$ cat config.mk
export PLATFORM = sky130hd
export DESIGN_NAME = phased_capture_sequencer
export DESIGN_NICKNAME = d
export VERILOG_FILES = /design/src/verilog/capture_pkg.sv /design/src/verilog/phased_capture_sequencer.sv /design/src/verilog/sample_fifo.sv
export SDC_FILE = /design/constraint.sdc
export NUM_CORES = 1
export LEC_CHECK = 0
export BUFFER_PORTS_ARGS = -buffer_cell sky130_fd_sc_hd__buf_2
export CORE_ASPECT_RATIO = 1.5
export CORE_MARGIN = 2
export CORE_UTILIZATION = 41
export CTS_CLUSTER_SIZE = 10
export DETAILED_ROUTE_END_ITERATION = 12
export GPL_TIMING_DRIVEN = 0
export PLACE_DENSITY = 0.6
export SLEW_MARGIN = 20
export SYNTH_ARGS = -nofsm -noshare
export SYNTH_HDL_FRONTEND = slang
export SYNTH_SLANG_ARGS = --single-unit
$ cat constraint.sdc
create_clock -name clk -period 4.2 [get_ports clk]
set_clock_uncertainty 0.15 [all_clocks]
set_input_delay 0.21 -clock clk [delete_from_list [all_inputs] [get_ports clk]]
set_output_delay 0.21 -clock clk [all_outputs]
set_load 0.005 [all_outputs]
$ cat src/verilog/capture_pkg.sv
package capture_pkg;
	localparam int SAMPLE_W    = 24;
	localparam int ADDR_W      = 10;
	localparam int MEM_DEPTH   = 1024;
	localparam int FIFO_W      = 24;
	localparam int FIFO_DEPTH  = 4;
	localparam int DECIM_W     = 8;

	// event source selection
	typedef enum logic [1:0]
	{
		SRC_DIGITAL  = 2'b00,
		SRC_ANALOG   = 2'b01,
		SRC_SOFTWARE = 2'b10
	} source_t;

	typedef enum logic [1:0]
	{
		ST_IDLE = 2'b00,
		ST_PRE  = 2'b01,
		ST_POST = 2'b10,
		ST_DONE = 2'b11
	} phase_t;

	localparam logic [ADDR_W:0]    COUNT_RESET = 11'h000;
	localparam logic [ADDR_W-1:0]  ADDR_RESET  = 10'h000;
	localparam logic [DECIM_W-1:0] DECIM_RESET = 8'h00;
endpackage

$ cat src/verilog/phased_capture_sequencer.sv
`timescale 1ns/10ps
`default_nettype none
module phased_capture_sequencer
	import capture_pkg::*;
(
	input  wire logic                                clk,
	input  wire logic                                rstn,
	input  wire logic                                arm,
	input  wire logic [capture_pkg::SAMPLE_W-1:0]    sample,
	input  wire logic                                sample_valid,
	input  wire logic                                dig_in,
	input  wire logic                                soft_event,
	input  wire capture_pkg::source_t                start_src,
	input  wire capture_pkg::source_t                trig_src,
	input  wire logic                                start_falling,
	input  wire logic                                trig_falling,
	input  wire logic                                gated,
	input  wire logic [capture_pkg::SAMPLE_W-1:0]    threshold,
	input  wire logic [capture_pkg::ADDR_W:0]        pre_count,
	input  wire logic [capture_pkg::ADDR_W:0]        post_count,
	input  wire logic                                stream_mode,
	input  wire logic [capture_pkg::DECIM_W-1:0]     decim,
	input  wire logic                                stream_ready,
	output logic                                     mem_we,
	output logic      [capture_pkg::ADDR_W-1:0]      mem_addr,
	output logic      [capture_pkg::SAMPLE_W-1:0]    mem_data,
	output logic      [capture_pkg::ADDR_W-1:0]      trig_addr,
	output logic                                     pre_short,
	output logic                                     done,
	output logic                                     config_err,
	output logic      [1:0]                          phase,
	output logic      [capture_pkg::SAMPLE_W-1:0]    stream_data,
	output logic                                     stream_valid
);
	import capture_pkg::*;

	// ****************************************************************
	// event detection
	// ****************************************************************
	logic dig_prev;
	logic ana_prev;
	logic ana_above;
	logic start_hit;
	logic trig_hit;
	logic start_level;
	logic trig_level;

	assign ana_above = sample_valid && (sample >= threshold);

	// active level of the selected source, for gates and edges alike
	function automatic logic pick_level(source_t src, logic falling,
		logic d, logic a, logic s);
		unique case (src)
			SRC_DIGITAL:  return d ^ falling;
			SRC_ANALOG:   return a;
			SRC_SOFTWARE: return s;
			default:      return 1'b0;
		endcase
	endfunction

	// edge: active now, not one cycle earlier; software keeps no history
	assign start_hit   = start_level && !pick_level(start_src, start_falling,
		dig_prev, ana_prev, 1'b0);
	// in streaming mode without gating only soft_event can move the capture to post
	assign trig_hit    = stream_mode ? soft_event :
		trig_level && !pick_level(trig_src, trig_falling, dig_prev,
		ana_prev, 1'b0);
	assign start_level = pick_level(start_src, start_falling, dig_in,
		ana_above, soft_event);
	assign trig_level  = pick_level(trig_src, trig_falling, dig_in,
		ana_above, soft_event);

	// ****************************************************************
	// phase sequencer and memory addressing
	// ****************************************************************
	phase_t              state;
	phase_t              next_state;
	logic [ADDR_W-1:0]   addr;
	logic [ADDR_W-1:0]   next_addr;
	logic [ADDR_W:0]     pre_cnt;
	logic [ADDR_W:0]     next_pre_cnt;
	logic [ADDR_W:0]     post_cnt;
	logic [ADDR_W:0]     next_post_cnt;
	logic [ADDR_W-1:0]   next_trig_addr;
	logic                fit_ok;
	logic                go_post;
	logic                writing;

	// total must fit the memory; otherwise the capture will not start
	assign fit_ok = ({1'b0, pre_count} + {1'b0, post_count})
		<= (ADDR_W+2)'(MEM_DEPTH);
	// gated mode: post starts once the start level is released
	assign go_post = gated ? !start_level : trig_hit;
	assign writing = sample_valid &&
		(state == ST_PRE || state == ST_POST);

	always_comb
	begin
		next_state     = state;
		next_addr      = addr;
		next_pre_cnt   = pre_cnt;
		next_post_cnt  = post_cnt;
		next_trig_addr = trig_addr;
		if (writing)
			next_addr = ADDR_W'(addr + 1'b1);
		if (writing && state == ST_PRE && pre_cnt != pre_count)
			next_pre_cnt = (ADDR_W+1)'(pre_cnt + 1'b1);
		if (writing && state == ST_POST)
			next_post_cnt = (ADDR_W+1)'(post_cnt + 1'b1);
		unique case (state)
			ST_IDLE:
			begin
				if (arm && fit_ok && (gated ? start_level : start_hit))
				begin
					next_state   = ST_PRE;
					next_pre_cnt = COUNT_RESET;
				end
			end
			ST_PRE:
			begin
				if (go_post)
				begin
					next_state     = ST_POST;
					next_post_cnt  = COUNT_RESET;
					next_trig_addr = next_addr;
				end
			end
			ST_POST:
			begin
				if (next_post_cnt >= post_count)
					next_state = ST_DONE;
			end
			ST_DONE:
			begin
				if (!arm)
					next_state = ST_IDLE;
			end
		endcase
	end

	always_ff @(posedge clk or negedge rstn)
	begin
		if (!rstn)
		begin
			state     <= ST_IDLE;
			addr      <= ADDR_RESET;
			pre_cnt   <= COUNT_RESET;
			post_cnt  <= COUNT_RESET;
			trig_addr <= ADDR_RESET;
			dig_prev  <= 1'b0;
			ana_prev  <= 1'b0;
		end
		else
		begin
			state     <= next_state;
			addr      <= next_addr;
			pre_cnt   <= next_pre_cnt;
			post_cnt  <= next_post_cnt;
			trig_addr <= next_trig_addr;
			dig_prev  <= dig_in;
			ana_prev  <= sample_valid ? ana_above : ana_prev;
		end
	end

	// ****************************************************************
	// registered outputs
	// ****************************************************************
	always_ff @(posedge clk or negedge rstn)
	begin
		if (!rstn)
		begin
			mem_we     <= 1'b0;
			mem_addr   <= ADDR_RESET;
			mem_data   <= '0;
			done       <= 1'b0;
			config_err <= 1'b0;
			pre_short  <= 1'b0;
			phase      <= ST_IDLE;
		end
		else
		begin
			mem_we     <= writing;
			mem_addr   <= addr;
			mem_data   <= sample;
			done       <= (next_state == ST_DONE);
			config_err <= !fit_ok;
			// trigger came before the full pre count was gathered
			pre_short  <= (state == ST_PRE && next_state == ST_POST) ?
				(pre_cnt != pre_count) : pre_short;
			phase      <= next_state;
		end
	end

	// ****************************************************************
	// decimated stream path
	// ****************************************************************
	logic [DECIM_W-1:0]  dec_cnt;
	logic [DECIM_W-1:0]  next_dec_cnt;
	logic                dec_take;
	logic                fifo_in_ready;
	logic                fifo_out_valid;
	logic [SAMPLE_W-1:0] fifo_out_data;
	logic                hold_ready;

	// samples are dropped rather than stalling capture when the host lags
	assign dec_take = stream_mode && writing && (dec_cnt == DECIM_RESET);
	assign hold_ready = !stream_valid || stream_ready;

	always_comb
	begin
		next_dec_cnt = dec_cnt;
		if (stream_mode && writing)
			next_dec_cnt = (dec_cnt >= decim) ? DECIM_RESET :
				DECIM_W'(dec_cnt + 1'b1);
	end

	sample_fifo
	#(
		.WIDTH (FIFO_W),
		.DEPTH (FIFO_DEPTH)
	)
	u_fifo
	(
		.clk       (clk),
		.rstn      (rstn),
		.in_data   (sample),
		.in_valid  (dec_take),
		.in_ready  (fifo_in_ready),
		.out_data  (fifo_out_data),
		.out_valid (fifo_out_valid),
		.out_ready (hold_ready)
	);

	always_ff @(posedge clk or negedge rstn)
	begin
		if (!rstn)
		begin
			dec_cnt      <= DECIM_RESET;
			stream_valid <= 1'b0;
			stream_data  <= '0;
		end
		else
		begin
			dec_cnt <= next_dec_cnt;
			if (hold_ready)
			begin
				stream_valid <= fifo_out_valid;
				stream_data  <= fifo_out_data;
			end
		end
	end
endmodule
`default_nettype wire

$ cat src/verilog/sample_fifo.sv
`timescale 1ns/10ps
`default_nettype none
module sample_fifo
#(
	parameter int WIDTH = 24,
	parameter int DEPTH = 4
)
(
	input  wire logic             clk,
	input  wire logic             rstn,
	input  wire logic [WIDTH-1:0] in_data,
	input  wire logic             in_valid,
	output logic                  in_ready,
	output logic      [WIDTH-1:0] out_data,
	output logic                  out_valid,
	input  wire logic             out_ready
);
	localparam int PW = $clog2(DEPTH);

	logic [WIDTH-1:0] mem [DEPTH];
	logic [PW-1:0]    wr_ptr;
	logic [PW-1:0]    rd_ptr;
	logic [PW:0]      fill;
	logic [PW-1:0]    next_wr_ptr;
	logic [PW-1:0]    next_rd_ptr;
	logic [PW:0]      next_fill;
	logic             push;
	logic             pop;

	assign in_ready  = (fill != (PW+1)'(DEPTH));
	assign out_valid = (fill != '0);
	assign out_data  = mem[rd_ptr];
	assign push      = in_valid && in_ready;
	assign pop       = out_valid && out_ready;

	always_comb
	begin
		next_wr_ptr = push ? PW'(wr_ptr + 1'b1) : wr_ptr;
		next_rd_ptr = pop ? PW'(rd_ptr + 1'b1) : rd_ptr;
		next_fill   = fill;
		if (push && !pop)
			next_fill = (PW+1)'(fill + 1'b1);
		else if (pop && !push)
			next_fill = (PW+1)'(fill - 1'b1);
	end

	always_ff @(posedge clk or negedge rstn)
	begin
		if (!rstn)
		begin
			wr_ptr <= '0;
			rd_ptr <= '0;
			fill   <= '0;
		end
		else
		begin
			wr_ptr <= next_wr_ptr;
			rd_ptr <= next_rd_ptr;
			fill   <= next_fill;
		end
	end

	// storage has no reset; only written entries are ever read
	always_ff @(posedge clk)
	begin
		if (push)
			mem[wr_ptr] <= in_data;
	end
endmodule
`default_nettype wire
==> results of run 1 <==
sequential cells by signal (all words and copies together) (netlist names), 2 cells and up:
name           cells
addr              10
dec_cnt            8
mem_addr          10
mem_data          24
phase              2
post_cnt          11
pre_cnt           11
stream_data       24
trig_addr         10
u_fifo.fill        3
u_fifo.mem        96
u_fifo.rd_ptr      2
u_fifo.wr_ptr      2
through the flow:
stage               power, mW  hold WS (ps)  utilization [%]  TNS, ps  worst slack [ps]
detailed placement       4.46          77.7             47.1     -250              -250
finish                   6.51          54.8             51.7        0               234
global placement         4.42           225             46.9   -23110              -266
floorplan                3.83          -236                -        0               449
CTS                      6.60          33.9             51.5        0              1.71
global route             6.90          85.6             51.7    -13.1             -13.1
tightest hold or removal path, cell delays in order:
cell      delay [ps]
buf_2            130
a21oi_1           90
nand2_1           80
o221ai_2         110
inv_1             60
layer usage:
| layer | vias up | track usage (%) |
|---|---|---|
| met1 | 3199 | 19.7 |
| met4 | 4 | 4.14 |
| met5 | - | 0 |
| met3 | 33 | 2.85 |
| met2 | 144 | 33.2 |
| li1 | 3199 | - |
where the power goes:
part | switching, mW | internal, mW | leakage, nW | total (mW)
Sequential | 0.212 | 2.55 | 2.40 | 2.76
Combinational | 0.802 | 0.852 | 2.85 | 1.65
Clock | 0.813 | 1.28 | 0.380 | 2.09
kinds of logic after synthesis:
family / Yosys count
xor+xnor: 53
compound gates: 105
mux: 65
simple gates: 165
flops: 220
buf+inv: 78
fa+ha+maj: 71
area by class of cell:
type / instances / area (um^2) / share of cell area, %
tap: 324 / 405 / 3.21
buffer: 14 / 57.6 / 0.456
multi-input combinational: 459 / 3970 / 31.4
clock buffer: 45 / 763 / 6.05
timing repair buffer: 199 / 1170 / 9.30
clock inverter: 1 / 30.0 / 0.238
inverter: 63 / 236 / 1.87
sequential: 220 / 5990 / 47.4
final timing paths:
kind                               startpoint                         end  slack, ps  cells after the start
setup / recovery           phase[1]$_DFF_PN0_       pre_short$_DFFE_PN0P_        230                     14
hold / removal                            arm          phase[0]$_DFF_PN0_         50                      5
setup reg to reg           phase[1]$_DFF_PN0_       pre_short$_DFFE_PN0P_        230                     14
hold reg to reg             addr[9]$_DFF_PN0_       mem_addr[9]$_DFF_PN0_        240                      0
max in group asynchronous                rstn    trig_addr[7]$_DFFE_PN0P_       3100                      3
min in group asynchronous                rstn  stream_data[5]$_DFFE_PN0P_        120                      2
layout by cell type, fill, tap and decap left out, types with 3 or more instances in the layout:
master and n:
buf_2 167, dfrtp_1 122, edfxtp_1 96, ha_1 69, inv_1 62, nor2_1 39, mux2_2 38, nand2_1 37
xor2_1 31, a21oi_1 28, clkbuf_16 27, dlygate4sd3_1 27, clkbuf_1 25, mux4_2 24, xnor2_1 22, o21ai_0 19
nand3_1 14, and2_1 14, nand2b_1 10, nor3_1 10, and3_1 9, a21o_1 8, nand4_1 7, a211oi_1 7
o21a_1 6, buf_4 5, and4_1 4, a211o_1 4, nor4_1 4, and2_2 4, nor2b_1 3, o211ai_1 3
o2bb2ai_1 3, or2_2 3, buf_1 3
timing repair:
item / 4_1_cts / 5_1_grt
endpoints found under the hold margin: 198 / 0
pin swaps: 0 / 1
buffers inserted: 0 / 4
gates resized for setup: 3 / 4
gates cloned: 0 / 0
setup endpoints to repair: 1 / 1
hold buffers: 27 / 0
==> results.sh, run 1 <==
export IMPL_cts_path_max_buffers=3
export IMPL_gp_congestion=0.834
export IMPL_synth_commonest_cells="124 x dfrtp_1, 96 x edfxtp_1, 69 x ha_1"
export IMPL_area_growth_pct=23.4
export IMPL_status="complete, no violations"
export IMPL_startpoint_type="flop"
export IMPL_tritoncts="done"
export IMPL_synth_simple_area_share_pct=8.15
export IMPL_slew_viol_final=0
export IMPL_slowest_stage="dfrtp_2"
export IMPL_drtIter0Drc=205
export IMPL_yosys_top_cells_area="dfrtp_1 30%, edfxtp_1 28%, ha_1 8.4%, mux4_2 5.3%, mux2_2 4.2%"
export IMPL_irDropWorstVdd_mv=0.334
export IMPL_period_share_pct=94.4
export IMPL_initial_core_util_pct=41.9
export IMPL_yosysWarnings=0
export IMPL_routed_wl_mm=22.5
export IMPL_n_antenna_cell=0
export IMPL_final_net_count=1147
export IMPL_cts_root_buffer="clkbuf_16"
export IMPL_cap_viol_max_count=0
export IMPL_p_per_area_mw_per_mm2=515
export IMPL_io_buffers=167
export IMPL_cp_num_buf_inv=1
export IMPL_synth_compound_gate_area_share_pct=7.27
export IMPL_synth_fa_ha_area_share_pct=8.83
export IMPL_slowest_delay_ps=420
export IMPL_num_io_pins=168
export IMPL_post_drt_wl_per_cell_um=17.0
export IMPL_syn_num_nets=921
export IMPL_grt_pass1_wl_mm=35.6
export IMPL_slew_headroom_pct=38.8
export IMPL_fill_cells=2105
export IMPL_antenna_left=0
export IMPL_placement_rows=70
export IMPL_synth_cells=757
export IMPL_worstSkewPairLatency_ps=520
export IMPL_crit_fanout=6
export IMPL_path_cells="inv_1, ha_1, and3_4, nand4_1, nor3_2, xor2_1, ha_1, a211o_1, a2111oi_2, a211o_1, nand2_1, o221ai_2, o311ai_1, mux2_1"
export IMPL_grt_max_degree=71
export IMPL_grt_pass1_vias=6869
export IMPL_numCtsBuffers=26
export IMPL_yosysSeqAreaShare_pct=58.5
export IMPL_synth_most_common_cell="dfrtp_1"
export IMPL_top_layer="met5"
export IMPL_yosys_area_share_xor_xnor_pct=4.54
export IMPL_route_met2_wl_mm=12.3
export IMPL_synthMuxAreaShare_pct=9.77
export IMPL_die_area_mm2=0.0263
export IMPL_yosys_area_top_type="dfrtp_1"
export IMPL_drcViolationCount=0
export IMPL_grt_antenna_before_repair=2
export IMPL_ys_async_sr_fraction_pct=56.4
export IMPL_routed_via_count=6579
export IMPL_ys_ff_latch=220
export IMPL_drive_above_1_share_pct=28.6
export IMPL_viasPerCell=4.97
export IMPL_postSynthAreaPerCell_um2=13.5
export IMPL_finalHoldViolations=0
export IMPL_first_pass_iters=4
export IMPL_placed_cells=1249
export IMPL_fin_crit_ps=3970
export IMPL_worst_setup_path_end_kind="flop"
export IMPL_cts_sinks=220
export IMPL_crit_family="compound AO/OA/AOI/OAI gates"
export IMPL_die_y_um=197
export IMPL_finalSetupViolations=0
export IMPL_synth_top_area_share_pct=30.3
export IMPL_synth_top_family_by_area="multiplexers"
export IMPL_synth_edff_count=96
export IMPL_wl_met1_mm=8.75
export IMPL_dpl_cell_area_mm2=0.0115
export IMPL_min_path_type="in -> reg"
export IMPL_final_cell_area_mm2=0.0126
export IMPL_dr_wl_met3_um=975
export IMPL_ys_flop_type="dfrtp_1"
export IMPL_hpwl_mm=16.3
export IMPL_overflow=0
export IMPL_cp_arrival_ps=4210
export IMPL_die_w_um=133
export IMPL_core_area_mm2=0.0244
export IMPL_cp_data_required_time_ps=4440
export IMPL_timing_fmax_mhz=252
export IMPL_leakage_nw=5.63
export IMPL_worst_pin_slew_ps=919
export IMPL_grt_usage_pct=17.2
export IMPL_h_tree_depth=1
export IMPL_worstSetupPathType="reg -> reg"
export IMPL_clk_pin_slew_worst_paths_ps=60
export IMPL_instances_no_fill=1325
export IMPL_synthesis_area_mm2=0.0102
export IMPL_ys_types=61
Note: power is estimated with default switching activity, not from simulation.
==> inputs of run 2 (changes only) <==
Settings changed: CORE_UTILIZATION 41 to 28, PLACE_DENSITY 0.6 to 0.44, RECOVER_POWER from default to 50, SKIP_CTS_REPAIR_TIMING from default to 1.
==> run 2 against run 1 <==
The flow now finishes with violations (capacitance limit, slew limit). Core utilization down 16 points. Sequential share of layout area down 0.92 points. Die area up 45%. Count of clock-buffer cells in the layout down 1. Via count up 1.8%. Critical endpoint unchanged. Largest power group unchanged.
==> results.sh, run 2 (same netlist as run 1, synthesis figures left out) <==
export IMPL_ff_latch_area_mm2=0.00599
export IMPL_pre_cts_ws_ps=-265
export IMPL_startpoint_type="flop"
export IMPL_grt_max_degree=77
export IMPL_placement_rows=85
export IMPL_cap_viol_max_count=1
export IMPL_drive_above_1_share_pct=26.3
export IMPL_regMostFlops="u_fifo.mem"
export IMPL_ff2ff_setup_slack_ps=290
export IMPL_h_tree_depth=1
export IMPL_post_drt_wl_per_cell_um=17.0
export IMPL_hp_start="stream_mode"
export IMPL_cts_path_max_buffers=3
export IMPL_instances_no_fill=1484
export IMPL_whs_ps=55.9
export IMPL_viasPerCell=4.51
export IMPL_hpwl_mm=18.5
export IMPL_r2r_start="phase[1]$_DFF_PN0_"
export IMPL_reg_top3="u_fifo.mem (96), mem_data (24), stream_data (24)"
export IMPL_final_net_count=1151
export IMPL_fin_ws_ps=289
export IMPL_finalSetupViolations=0
export IMPL_num_io_pins=168
export IMPL_min_path_type="in -> reg"
export IMPL_status="finished, violations left"
export IMPL_tritoncts="done"
export IMPL_mostFrequentLayoutCells="141 x buf_2, 122 x dfrtp_1, 96 x edfxtp_1, 68 x ha_1, 62 x inv_1"
export IMPL_period_share_pct=93.1
export IMPL_rsz0062_at_grt="false"
export IMPL_multi_input_area_mm2=0.00398
export IMPL_worst_pin_slew_ps=2890
export IMPL_drcViolationCount=0
export IMPL_final_util_pct=35.8
export IMPL_grt_usage_pct=13.4
export IMPL_timing_fmax_mhz=256
export IMPL_fill_cells=3656
export IMPL_antenna_left=0
export IMPL_cts_sinks=220
export IMPL_drtIter0Drc=290
export IMPL_cp_data_required_time_ps=4460
export IMPL_crit_fanout=6
export IMPL_grt_pass1_wl_mm=39.9
export IMPL_first_pass_iters=4
export IMPL_initial_core_util_pct=28.5
export IMPL_p_per_area_mw_per_mm2=514
export IMPL_worst_setup_path_end_kind="flop"
export IMPL_grt_antenna_before_repair=4
export IMPL_worstSetupPathType="reg -> reg"
export IMPL_routed_via_count=6700
export IMPL_numCtsBuffers=27
export IMPL_io_buffers=167
export IMPL_slew_headroom_pct=-92.9
export IMPL_layout_commonest_cell="buf_2"
export IMPL_violations="capacitance limit, slew limit"
export IMPL_overflow=0
export IMPL_irDropWorstVdd_mv=0.215
export IMPL_core_area_mm2=0.0359
export IMPL_area_growth_pct=25.9
export IMPL_largest_reg_flops=96
export IMPL_grt_pass1_vias=7156
export IMPL_finalHoldViolations=0
export IMPL_worstSkewPairLatency_ps=530
export IMPL_die_y_um=238
export IMPL_cp_startpoint="phase[1]$_DFF_PN0_"
export IMPL_die_w_um=160
export IMPL_leakage_nw=5.59
export IMPL_placed_cells=1406
export IMPL_routed_wl_mm=25.2
export IMPL_cts_root_buffer="clkbuf_16"
export IMPL_die_area_mm2=0.0381
export IMPL_cp_arrival_ps=4170
export IMPL_clk_pin_slew_worst_paths_ps=60
export IMPL_slew_viol_final=49
export IMPL_gp_congestion=0.791
export IMPL_fin_crit_ps=3910
-- run 2: metal layers --
layer | vias to the layer above | GRT usage, % | routed length [um]
li1 | 3217 | - | -
met5 | - | 0 | 25
met4 | 4 | 4.89 | 754
met1 | 3283 | 15.1 | 9710
met3 | 46 | 2.83 | 1210
met2 | 150 | 24.9 | 13500
-- run 2: worst paths after layout --
path / cells past startpoint / to
max: 14 / pre_short$_DFFE_PN0P_
min: 4 / dec_cnt[0]$_DFFE_PN0P_
max reg2reg: 14 / pre_short$_DFFE_PN0P_
min reg2reg: 0 / mem_addr[9]$_DFF_PN0_
max in group asynchronous: 2 / pre_cnt[2]$_DFF_PN0_
min in group asynchronous: 2 / stream_data[5]$_DFFE_PN0P_
-- run 2: through the flow --
stage                     total power, mW  TNS [ps]  cell area (um^2)
after global routing                 7.08         0             12900
after detailed placement             4.51      -265             11800
after floorplan                      3.83         0             10200
final                                6.62         0             12900
after global placement               4.48    -37580             11700
after CTS                            6.74      -291             12600
-- run 2: worst max-delay path: stages, from the launching register on --
cell and delay, ps:
dfrtp_2 430, inv_1 140, ha_4 310, and3_4 230
nand4_1 180, nor3_2 240, xor2_1 190, ha_1 270
a211o_1 290, a2111oi_2 340, a211o_1 240, nand2_1 80
o221ai_2 220, o311ai_1 150, mux2_1 320
-- run 2: layout make-up --
type	instances	area share (%)
Clock inverter	2	0.301
Multi-Input combinational cell	459	30.9
Tap cell	478	4.65
Inverter	63	1.84
Timing Repair Buffer	202	9.30
Clock buffer	44	5.99
Buffer	14	0.447
Sequential cell	220	46.5
Antenna cell	2	0.0389
-- run 2: where the power goes --
part / internal, mW / switching (mW)
logic: 0.859 / 0.832
registers: 2.55 / 0.210
clock network: 1.30 / 0.864
==> inputs of run 3 (changes only) <==
Settings changed: PLACE_DENSITY 0.44 to 0.51.
Clock period 4.2 ns to 4.75 ns, I/O delays scaled along.
==> run 3 against run 2 <==
The run still ends with capacitance limit, slew limit left. Final cell count down 0.40%. Sequential cell count did not move. Critical endpoint unchanged. Die area unchanged. Clock power is 15% lower. Non-clock buffer count shrank 6. Maximum frequency fell by 11%. Largest cell class unchanged. Via count is 1.1% lower.
==> results.sh, run 3 (same netlist as run 1, synthesis figures left out) <==
export IMPL_io_buffers=167
export IMPL_period_share_pct=92.3
export IMPL_mostFrequentLayoutCells="142 x buf_2, 124 x dfrtp_1, 96 x edfxtp_1, 69 x ha_1, 62 x inv_1"
export IMPL_worst_pin_slew_ps=3160
export IMPL_timing_fmax_mhz=228
export IMPL_final_net_count=1144
export IMPL_reg_top3="u_fifo.mem (96), mem_data (24), stream_data (24)"
export IMPL_die_w_um=160
export IMPL_worstSkewPairLatency_ps=530
export IMPL_hp_start="stream_mode"
export IMPL_die_area_mm2=0.0381
export IMPL_min_path_cells=4
export IMPL_cp_endpoint="pre_short$_DFFE_PN0P_"
export IMPL_setup_tns_ps=0
export IMPL_finalSetupViolations=0
export IMPL_grt_pass1_vias=6870
export IMPL_worst_setup_path_end_kind="flop"
export IMPL_core_area_mm2=0.0359
export IMPL_drtIter0Drc=260
export IMPL_rr_endpoint="pre_short$_DFFE_PN0P_"
export IMPL_hpwl_mm=18.1
export IMPL_final_util_pct=35.4
export IMPL_final_cell_area_mm2=0.0127
export IMPL_overflow=0
export IMPL_grt_pass1_wl_mm=38.2
export IMPL_viasPerCell=4.48
export IMPL_drive_above_1_share_pct=25.1
export IMPL_r2r_cells=15
export IMPL_grt_antenna_before_repair=4
export IMPL_cp_data_required_time_ps=5000
export IMPL_violations="capacitance limit, slew limit"
export IMPL_grt_usage_pct=12.9
export IMPL_initial_core_util_pct=28.5
export IMPL_routed_via_count=6626
export IMPL_placement_rows=85
export IMPL_cp_arrival_ps=4630
export IMPL_routed_wl_mm=24.8
export IMPL_post_drt_wl_per_cell_um=16.8
export IMPL_finalHoldViolations=0
export IMPL_fill_cells=3631
export IMPL_area_growth_pct=24.4
export IMPL_placed_cells=1403
export IMPL_die_y_um=238
export IMPL_tritoncts="done"
export IMPL_instances_no_fill=1478
export IMPL_crit_fanout=6
export IMPL_r2r_start="phase[0]$_DFF_PN0_"
export IMPL_slew_viol_final=53
export IMPL_fin_crit_ps=4380
export IMPL_irDropWorstVdd_mv=0.244
export IMPL_cts_root_buffer="clkbuf_16"
export IMPL_leakage_nw=5.54
export IMPL_dpl_cell_area_mm2=0.0117
export IMPL_numCtsBuffers=26
export IMPL_cts_sinks=220
export IMPL_cp_startpoint="phase[0]$_DFF_PN0_"
export IMPL_regMostFlops="u_fifo.mem"
export IMPL_clk_pin_slew_worst_paths_ps=60
export IMPL_min_path_type="in -> reg"
export IMPL_cts_path_max_buffers=3
export IMPL_largest_reg_flops=96
export IMPL_grt_max_degree=73
export IMPL_ff2ff_setup_slack_ps=370
export IMPL_p_per_area_mw_per_mm2=452
export IMPL_drcViolationCount=0
export IMPL_first_pass_iters=4
export IMPL_layout_commonest_cell="buf_2"
export IMPL_status="finished, violations left"
export IMPL_gp_congestion=0.787
export IMPL_cap_viol_max_count=1
export IMPL_worstSetupPathType="reg -> reg"
export IMPL_h_tree_depth=1
export IMPL_slew_headroom_pct=-111
export IMPL_antenna_left=0
export IMPL_num_io_pins=168
export IMPL_startpoint_type="flop"
[run 3: worst min path at each step]
stage	to	slack, ps
floorplan	addr[0]$_DFF_PN0_	-210
global placement	mem_addr[9]$_DFF_PN0_	240
detailed placement	stream_data[5]$_DFFE_PN0P_	50
CTS	stream_data[5]$_DFFE_PN0P_	-540
global route	dec_cnt[3]$_DFFE_PN0P_	140
finish	dec_cnt[3]$_DFFE_PN0P_	90
[run 3: layout make-up]
cell class | count | area, um^2 | share of cell area [%]
diodes | 1 | 2.50 | 0.0197
inverters | 63 | 236 | 1.86
well taps | 478 | 598 | 4.70
repair buffers | 195 | 1100 | 8.65
plain buffers | 15 | 61.3 | 0.482
clock buffers | 47 | 782 | 6.14
multi-input cells | 459 | 3960 | 31.1
flip-flops and latches | 220 | 5990 | 47.0
[run 3: power by group]
| part | total (mW) | leakage (nW) | switching [mW] | internal [mW] |
|---|---|---|---|---|
| registers | 2.44 | 2.41 | 0.188 | 2.25 |
| clock network | 1.85 | 0.374 | 0.746 | 1.10 |
| logic | 1.46 | 2.76 | 0.728 | 0.736 |
| total | 5.75 | 5.54 | 1.66 | 4.09 |
[run 3: per-stage QoR]
step	hold slack [ps]	worst slack, ps	power, mW
2_1_floorplan	-208	999	3.39
3_3_place_gp	237	219	3.95
3_5_place_dp	49.1	290	3.98
5_1_grt	138	-15.9	6.14
4_1_cts	-536	262	5.87
6_report	94.2	367	5.75
[run 3: critical path, cell delays in order, from the launching register on]
cell	delay (ps)
dfrtp_1	500
inv_1	140
ha_1	380
and3_1	180
clkbuf_1	250
nand4_1	240
nor3_2	220
xor2_1	220
ha_1	280
a211o_1	290
a2111oi_1	410
a211o_1	230
nand2_1	70
o221ai_2	220
o311ai_1	150
mux2_1	330
[run 3: per-layer routing]
metal  part of all wire (%)  routed length [um]  track usage (%)
met5                   0.15                  37                0
met4                    2.0                 504             3.69
met3                    4.8                1190             2.75
met2                     54               13400             24.7
met1                     39                9670             14.3
